## src/tmo_pkg.sv

```systemverilog
// constants shared by the timer overflow and output control block
package tmo_pkg;

  // ----------------------------------------------------------------
  // register bus
  // ----------------------------------------------------------------
  localparam int ADDR_W = 4;
  localparam int DATA_W = 8;
  localparam logic [3:0] OFS_CTRL_STATUS = 4'h0;
  localparam logic [3:0] OFS_CONST_A = 4'h1;
  localparam logic [3:0] OFS_CONST_B = 4'h2;
  localparam logic [3:0] OFS_TIMER_COUNT = 4'h3;
  localparam logic [3:0] OFS_IRQ_STATUS = 4'h4;
  localparam logic [3:0] OFS_IRQ_MASK = 4'h5;

  // ----------------------------------------------------------------
  // control/status field positions and reset values
  // ----------------------------------------------------------------
  localparam int POS_WRAP_FLAG = 5;
  localparam int POS_RESERVED = 4;
  localparam int POS_SEL_B_HI = 3;
  localparam int POS_SEL_B_LO = 2;
  localparam int POS_SEL_A_HI = 1;
  localparam int POS_SEL_A_LO = 0;
  localparam logic [7:0] RST_CTRL_STATUS = 8'h00;
  localparam logic [7:0] RST_CONST = 8'hFF;
  localparam logic [7:0] RST_COUNT = 8'h00;
  localparam logic [7:0] COUNT_MAX = 8'hFF;
  localparam logic [7:0] COUNT_ONE = 8'h01;
  localparam logic RST_OUT_LEVEL = 1'b0;

  // ----------------------------------------------------------------
  // interrupt status bits
  // ----------------------------------------------------------------
  localparam int IRQ_N = 3;
  localparam int POS_IRQ_WRAP = 0;
  localparam int POS_IRQ_MATCH_A = 1;
  localparam int POS_IRQ_MATCH_B = 2;
  localparam logic [2:0] RST_IRQ = 3'h0;

  // ----------------------------------------------------------------
  // types
  // ----------------------------------------------------------------
  typedef enum logic [1:0] {
    SEL_KEEP = 2'b00,
    SEL_LOW = 2'b01,
    SEL_HIGH = 2'b10,
    SEL_TOGGLE = 2'b11
  } tmo_sel_t;

  typedef enum logic {
    CLR_IDLE = 1'b0,
    CLR_ARMED = 1'b1
  } tmo_clr_t;

endpackage

```

## src/tmo_out_unit.sv

```systemverilog
// timer output level driven by compare-match actions
`timescale 1ns/10ps
module tmo_out_unit
  import tmo_pkg::*;
(
  // clock, reset and enable
  input wire logic clock,
  input wire logic rst,
  input wire logic ce,
  // match events and selects
  input wire logic match_a,
  input wire logic match_b,
  input wire logic [1:0] sel_a,
  input wire logic [1:0] sel_b,
  // pin level
  output logic out_level
);

  logic out_level_ff;
  logic nxt_out_level;
  logic after_b;

  function automatic logic apply_sel(input logic cur, input logic [1:0] sel);
    logic res;
    res = cur;
    unique case (tmo_sel_t'(sel))
      SEL_KEEP: res = cur;
      SEL_LOW: res = 1'b0;
      SEL_HIGH: res = 1'b1;
      SEL_TOGGLE: res = ~cur;
    endcase
    return res;
  endfunction

  // ----------------------------------------------------------------
  // actions: b first, then a on top, so a has the last word
  // ----------------------------------------------------------------
  assign after_b = match_b ? apply_sel(out_level_ff, sel_b) : out_level_ff; // RULE5 RULE8
  assign nxt_out_level = match_a ? apply_sel(after_b, sel_a) : after_b; // RULE6 RULE8

  always_ff @(posedge clock or posedge rst) begin
    if (rst) begin
      out_level_ff <= RST_OUT_LEVEL;
    end else if (ce) begin
      out_level_ff <= nxt_out_level;
    end
  end

  assign out_level = out_level_ff;
endmodule

```

## src/tmo_timer8.sv

```systemverilog
// 8-bit timer channel: count, wrap flag, compare matches, output pin
`timescale 1ns/10ps
// What this block does
// RULE1 - set the wrap flag when the count rolls from its maximum to zero.
// RULE2 - flag clears only by reading it as one, then writing zero.
// RULE3 - writing one to the wrap flag never sets it.
// RULE4 - software writes zero to reserved bit 4; it stays readable and writable.
// RULE5 - match b applies its select: keep, low, high or toggle.
// RULE6 - match a applies its select: keep, low, high or invert.
// RULE7 - wrap flag sits at bit 5, resets to zero, sets on the wrap transition.
// RULE8 - matches fire once when the count arrives at its constant; a acts after b.
module tmo_timer8
  import tmo_pkg::*;
(
  // clock, reset, enable
  input wire logic clock,
  input wire logic rst,
  input wire logic ce,
  // count advance from same-clock prescaler
  input wire logic count_tick,
  // register port
  input wire logic [3:0] addr,
  input wire logic [7:0] wdata,
  input wire logic wr,
  input wire logic rd,
  output logic [7:0] rdata,
  // timer output pin and interrupt
  output logic timer_out,
  output logic irq
);

  // ----------------------------------------------------------------
  // declarations
  // ----------------------------------------------------------------
  logic [7:0] timer_count_ff;
  logic [7:0] nxt_timer_count;
  logic [7:0] compare_const_a_ff;
  logic [7:0] compare_const_b_ff;
  logic count_wrap_flag_ff;
  logic nxt_count_wrap_flag;
  logic reserved_ff;
  logic match_b_out_sel_hi_ff;
  logic match_b_out_sel_lo_ff;
  logic match_a_out_sel_hi_ff;
  logic match_a_out_sel_lo_ff;
  tmo_clr_t clr_state_ff;
  tmo_clr_t nxt_clr_state;
  logic count_moved_ff;
  logic [2:0] irq_status_ff;
  logic [2:0] nxt_irq_status;
  logic [2:0] irq_mask_ff;
  logic [2:0] irq_events;
  logic [7:0] rdata_ff;
  logic [7:0] nxt_rdata;
  logic [7:0] ctrl_status_view;
  logic sel_ctrl;
  logic sel_const_a;
  logic sel_const_b;
  logic sel_count;
  logic sel_irq_status;
  logic sel_irq_mask;
  logic wr_ctrl;
  logic rd_ctrl;
  logic wr_count;
  logic wrap_evt;
  logic clear_req;
  logic match_a;
  logic match_b;

  // ----------------------------------------------------------------
  // address decode
  // ----------------------------------------------------------------
  assign sel_ctrl = (addr == OFS_CTRL_STATUS);
  assign sel_const_a = (addr == OFS_CONST_A);
  assign sel_const_b = (addr == OFS_CONST_B);
  assign sel_count = (addr == OFS_TIMER_COUNT);
  assign sel_irq_status = (addr == OFS_IRQ_STATUS);
  assign sel_irq_mask = (addr == OFS_IRQ_MASK);
  assign wr_ctrl = wr && sel_ctrl;
  assign rd_ctrl = rd && sel_ctrl;
  assign wr_count = wr && sel_count;

  // ----------------------------------------------------------------
  // counter
  // ----------------------------------------------------------------
  // a software write to the count beats a tick in the same cycle
  assign wrap_evt = count_tick && !wr_count && (timer_count_ff == COUNT_MAX); // RULE1
  assign nxt_timer_count = wr_count ? wdata :
                           count_tick ? timer_count_ff + COUNT_ONE : timer_count_ff;

  always_ff @(posedge clock or posedge rst) begin
    if (rst) begin
      timer_count_ff <= RST_COUNT;
      count_moved_ff <= 1'b0;
    end else if (ce) begin
      timer_count_ff <= nxt_timer_count;
      count_moved_ff <= count_tick || wr_count;
    end
  end

  // ----------------------------------------------------------------
  // compare constants and matches
  // ----------------------------------------------------------------
  always_ff @(posedge clock or posedge rst) begin
    if (rst) begin
      compare_const_a_ff <= RST_CONST;
      compare_const_b_ff <= RST_CONST;
    end else if (ce) begin
      if (wr && sel_const_a) begin
        compare_const_a_ff <= wdata;
      end
      if (wr && sel_const_b) begin
        compare_const_b_ff <= wdata;
      end
    end
  end

  // one match per arrival of the count, so a stalled count does not keep toggling
  assign match_a = count_moved_ff && (timer_count_ff == compare_const_a_ff); // RULE8
  assign match_b = count_moved_ff && (timer_count_ff == compare_const_b_ff); // RULE8

  // ----------------------------------------------------------------
  // wrap flag clear sequence: read as one arms, write zero clears
  // ----------------------------------------------------------------
  always_comb begin
    nxt_clr_state = clr_state_ff;
    unique case (clr_state_ff)
      CLR_IDLE: begin
        if (rd_ctrl && count_wrap_flag_ff) begin
          nxt_clr_state = CLR_ARMED; // RULE2
        end
      end
      CLR_ARMED: begin
        if (wr_ctrl) begin
          nxt_clr_state = CLR_IDLE;
        end
      end
    endcase
  end

  assign clear_req = (clr_state_ff == CLR_ARMED) && wr_ctrl && !wdata[POS_WRAP_FLAG]; // RULE2
  // a wrap in the clearing cycle wins; a written one is never a set
  assign nxt_count_wrap_flag = wrap_evt ? 1'b1 :
                               clear_req ? 1'b0 : count_wrap_flag_ff; // RULE3 RULE7

  always_ff @(posedge clock or posedge rst) begin
    if (rst) begin
      clr_state_ff <= CLR_IDLE;
      count_wrap_flag_ff <= RST_CTRL_STATUS[POS_WRAP_FLAG]; // RULE7
    end else if (ce) begin
      clr_state_ff <= nxt_clr_state;
      count_wrap_flag_ff <= nxt_count_wrap_flag; // RULE1
    end
  end

  // ----------------------------------------------------------------
  // control bits
  // ----------------------------------------------------------------
  always_ff @(posedge clock or posedge rst) begin
    if (rst) begin
      reserved_ff <= RST_CTRL_STATUS[POS_RESERVED];
      match_b_out_sel_hi_ff <= RST_CTRL_STATUS[POS_SEL_B_HI];
      match_b_out_sel_lo_ff <= RST_CTRL_STATUS[POS_SEL_B_LO];
      match_a_out_sel_hi_ff <= RST_CTRL_STATUS[POS_SEL_A_HI];
      match_a_out_sel_lo_ff <= RST_CTRL_STATUS[POS_SEL_A_LO];
    end else if (ce && wr_ctrl) begin
      reserved_ff <= wdata[POS_RESERVED]; // RULE4
      match_b_out_sel_hi_ff <= wdata[POS_SEL_B_HI];
      match_b_out_sel_lo_ff <= wdata[POS_SEL_B_LO];
      match_a_out_sel_hi_ff <= wdata[POS_SEL_A_HI];
      match_a_out_sel_lo_ff <= wdata[POS_SEL_A_LO];
    end
  end

  assign ctrl_status_view = {2'b00, count_wrap_flag_ff, reserved_ff,
                             match_b_out_sel_hi_ff, match_b_out_sel_lo_ff,
                             match_a_out_sel_hi_ff, match_a_out_sel_lo_ff};

  // ----------------------------------------------------------------
  // output pin
  // ----------------------------------------------------------------
  tmo_out_unit u_out (
    .clock(clock),
    .rst(rst),
    .ce(ce),
    .match_a(match_a),
    .match_b(match_b),
    .sel_a({match_a_out_sel_hi_ff, match_a_out_sel_lo_ff}),
    .sel_b({match_b_out_sel_hi_ff, match_b_out_sel_lo_ff}),
    .out_level(timer_out)
  );

  // ----------------------------------------------------------------
  // interrupts: sticky, write one to clear, set wins
  // ----------------------------------------------------------------
  assign irq_events[POS_IRQ_WRAP] = wrap_evt;
  assign irq_events[POS_IRQ_MATCH_A] = match_a;
  assign irq_events[POS_IRQ_MATCH_B] = match_b;

  genvar gi;
  generate
    for (gi = 0; gi < IRQ_N; gi++) begin : g_irq
      assign nxt_irq_status[gi] = irq_events[gi] ||
                                  (irq_status_ff[gi] && !(wr && sel_irq_status && wdata[gi]));
    end
  endgenerate

  always_ff @(posedge clock or posedge rst) begin
    if (rst) begin
      irq_status_ff <= RST_IRQ;
      irq_mask_ff <= RST_IRQ;
    end else if (ce) begin
      irq_status_ff <= nxt_irq_status;
      if (wr && sel_irq_mask) begin
        irq_mask_ff <= wdata[2:0];
      end
    end
  end

  assign irq = |(irq_status_ff & irq_mask_ff);

  // ----------------------------------------------------------------
  // read data, valid only in the cycle after the strobe
  // ----------------------------------------------------------------
  assign nxt_rdata = !rd ? 8'h00 :
                     sel_ctrl ? ctrl_status_view :
                     sel_const_a ? compare_const_a_ff :
                     sel_const_b ? compare_const_b_ff :
                     sel_count ? timer_count_ff :
                     sel_irq_status ? {5'b0_0000, irq_status_ff} :
                     sel_irq_mask ? {5'b0_0000, irq_mask_ff} : 8'h00;

  always_ff @(posedge clock or posedge rst) begin
    if (rst) begin
      rdata_ff <= 8'h00;
    end else if (ce) begin
      rdata_ff <= nxt_rdata;
    end
  end

  assign rdata = rdata_ff;
endmodule

```

## config.mk

```make
export PLATFORM = sky130hd
export DESIGN_NAME = tmo_timer8
export DESIGN_NICKNAME = d
export VERILOG_FILES = /design/src/tmo_pkg.sv /design/src/tmo_out_unit.sv /design/src/tmo_timer8.sv
export SDC_FILE = /design/constraint.sdc
export NUM_CORES = 1
export LEC_CHECK = 0
export BUFFER_PORTS_ARGS = -buffer_cell sky130_fd_sc_hd__buf_2
export CORE_MARGIN = 8
export CORE_UTILIZATION = 61
export CTS_CLUSTER_DIAMETER = 120
export CTS_CLUSTER_SIZE = 10
export DETAILED_ROUTE_END_ITERATION = 7
export PLACE_DENSITY = 0.87
export SETUP_SLACK_MARGIN = 0.4
export SYNTH_ARGS = -nofsm -noshare
export SYNTH_HDL_FRONTEND = slang
export SYNTH_SLANG_ARGS = --single-unit
```

## constraint.sdc

```tcl
create_clock -name clock -period 2.8 [get_ports clock]
set_input_delay 0.14 -clock clock [delete_from_list [all_inputs] [get_ports clock]]
set_output_delay 0.14 -clock clock [all_outputs]
set_load 0.05 [all_outputs]
```

==> impl_metrics.ini <==
[critical_path]
slowest_stage = dfrtp_1
end_kind = flip-flop
r2r-end = u_out.out_level
reg2reg_slack_ns = 0.91
critPathLaunch = timer_count_ff[4]
critical_path.endpoint = u_out.out_level
cp_cell_sequence = xor2_1, nor4_2, a41oi_1, a2111oi_2, a211oi_2
timing.critical_path.slowest_cell_delay_ns = 0.49
crit_path_kind = flip-flop to flip-flop
worst_r2r_path_depth = 5
required_ns = 2.99
critPathArrivalTime_ns = 2.08
critPathMaxFanout = 9
cp-start-kind = flip-flop
timing.rr.start = timer_count_ff[4]

[cells_and_area]
area_growth_pct = 8.525
nFillCells = 332
finalNetCount = 295
post_route_cells_drive_above_1_share_pct = 32.13
layout.cells.most_common = dfrtp_1
final_cell_mix = dfrtp_1, buf_2, nand2_1, nor2_1, mux2_2
diodes = 0

[yosys]
postSynth.topFlopCell = dfrtp_1
synth_adder_area_share_pct = 0.4684
synth_xor_xnor_area_share_pct = 5.246
compound_cell_area_share_of_the_yosys_netlist_pct = 16.39
syn-cell-area_mm2 = 0.002671
post_synth_and_or_nand_nor_area_fraction_pct = 14.66
netlist_instances = 255
synth_top_family_by_area = compound AO/OA/AOI/OAI gates
synth_enable_flop_cells = 0
yosys_cell_types = 57
synth_warnings = 0
synth_nets = 274
avgSynthCellArea_um2 = 10.48
synthMuxAreaShare_pct = 13.21
synth_sequential_area_ratio_pct = 44.78
postSynth.asyncResetShare_pct = 100.0
synth_seq_cells = 47

[power]
p_total_w = 0.002104
static-leakage-power_nw = 1.314
pwr_density_cell_mw_per_mm2 = 725.7
vdd.ir_drop.worst_uv = 340.1

[job]
timing.max_cap.violations = 0

[timing]
max_slew.worst_pin.slew_ns = 0.9657
worst_hold_slack_ns = 0.04539
final_max_slew_viol_count = 0
timing.final.setup_violations = 0
finalHoldViolCount = 0
setup_total_negative_slack_ns = 0
layout_setup_ws_ns = 0.9095
fmax_ghz = 0.5289
period_share_pct = 67.52
post-route-min-period_ns = 1.891
finClkSkew_ns = 0.003476
rsz0062_at_grt = false
timing.max_slew.rel_slack_pct = 35.53

[die]
dieArea_mm2 = 0.006753
start_util_pct = 62.21
top_level_ports = 28
core_mm2 = 0.004294
die_width_um = 82.18
num_rows = 24
chipHeight_um = 82.18

[clock_network]
cts_setup_buffers = 0
postCtsHoldBufs = 0
cts_buffers = 5
cts.htree.levels = 2
clock-root-buffer = clkbuf_8
tritoncts_num_sinks = 47
cts_resized = 0
worst_skew_pair.late_latency_ns = 0.31
clk_pin_slew_ns = 0.08
max-clock-path-buffers = 2
tritoncts_clock_tree = yes

[drt]
routed_wirelength_mm = 6.631
drt_drc_violations_left = 0
drtPass1Iterations = 6
drt.antenna.violating_nets = 0
wire_length_per_cell_um = 20.16
dr.first_iter.drc_count = 290
num_vias = 2197
vias_per_cell = 6.678

[place]
preCtsSetupSlack_ns = 0.9349
post-dp-hpwl_mm = 4.715
gp_congestion = 0.9073
count_of_input_and_output_buffers = 27

[global_routing]
aggregate_global_route_resource_usage_pct = 21.01
grt_pass1_vias = 2107
grt_start_max_net_pins = 48
grt_pass1_wl_mm = 10.70
global_route.overflow_total = 0
number_of_antenna_violations_at_the_first_check_in_global_routing = 0

[worst_hold_path]
min_path_type = input pin to async pin

[status]
run_status = completed
[final cells by class]
type / count / area (µm²) / area share [%]
Clock buffer: 8 / 100.1 / 3.453
Inverter: 16 / 60.06 / 2.072
Multi-Input combinational cell: 178 / 1335 / 46.05
Sequential cell: 47 / 1196 / 41.26
Tap cell: 52 / 65.06 / 2.244
Timing Repair Buffer: 28 / 142.6 / 4.920
[report_power, final]
group	internal, W	switching (W)	leakage (nW)
registers	0.000854	0.000205	0.566
logic	0.000266	0.000324	0.696
clock network	0.000226	0.000229	0.0515
total	0.00135	0.000758	1.31
[cell families (layout without fill, tap and decap cells)]
| family | after synthesis | after routing |
|---|---|---|
| simple gates | 73 | 73 |
| compound gates | 59 | 59 |
| flops | 47 | 47 |
| buf+inv | 30 | 52 |
| mux | 29 | 29 |
| xor+xnor | 16 | 16 |
| fa+ha+maj | 1 | 1 |
[sequential cells by signal, indices dropped and copies added, names as in the netlist, 3 cells and up]
register and flops:
compare_const_a_ff 8, compare_const_b_ff 8, irq_mask_ff 3, irq_status_ff 3, rdata 8, timer_count_ff 8
[worst max-delay path: cells and delay by family, from the launching register on]
kind	cells	cell delay, ns
AOI/OAI and AO/OA	3	0.69
DFF	1	0.49
xor gates and xnor gates	1	0.20
and+or+nand+nor	1	0.38
[layer usage]
layer	vias to the layer above	part of all wire, %	GRT usage [%]
met5	-	0	0
met4	0	4.7	12.63
met3	37	10	4.978
met2	147	44	30.54
met1	1048	41	27.86
li1	965	-	-
[cells in the mapped netlist (2+ instances only)]
library cell  count  area share [%]
a211oi_1          2            0.56
a21oi_1           8             1.5
a221o_1           3             1.1
a221oi_1          3            0.98
a22oi_1           2            0.56
a2bb2oi_1         4             1.3
a32o_1            2            0.75
and3_1            3            0.70
buf_2             7             1.3
buf_6             2            0.84
clkbuf_1          3            0.42
dfrtp_1          31              29
dfstp_2          16              16
inv_1            16             2.2
mux2_2           18             7.6
mux2_4            8             4.5
mux2i_1           3             1.1
nand2_1          18             2.5
nand2b_1          3            0.70
nand3_1           8             1.5
nand4_1           4            0.94
nor2_1           18             2.5
nor3_1            3            0.56
nor3b_1           2            0.56
o2111ai_1         3            0.98
o21ai_0          14             2.6
o21ai_1           2            0.37
o22ai_1           3            0.70
or3_1             3            0.70
xor2_1           16             5.2
[metrics by stage]
stage               area (µm²)  std cells  utilization (%)
floorplan                 2671        255                -
global placement          2799        321            65.18
detailed placement        2799        321            65.18
CTS                       2899        329            67.51
global route              2899        329            67.51
finish                    2899        329            67.51
[worst min-delay path by stage]
stage / depth (start not counted) / slack [ns] / endpoint / start
2_1_floorplan: 2 / 0.26 / match_a_out_sel_lo_ff / wdata[0]
3_3_place_gp: 2 / 0.41 / rdata[4] / rst
3_5_place_dp: 2 / 0.42 / rdata[5] / rst
4_1_cts: 2 / 0.08 / rdata[7] / rst
5_1_grt: 2 / 0.11 / compare_const_b_ff[6] / wdata[6]
6_report: 2 / 0.05 / rdata[4] / rst
No activity file was read; power rests on OpenSTA's default activity.
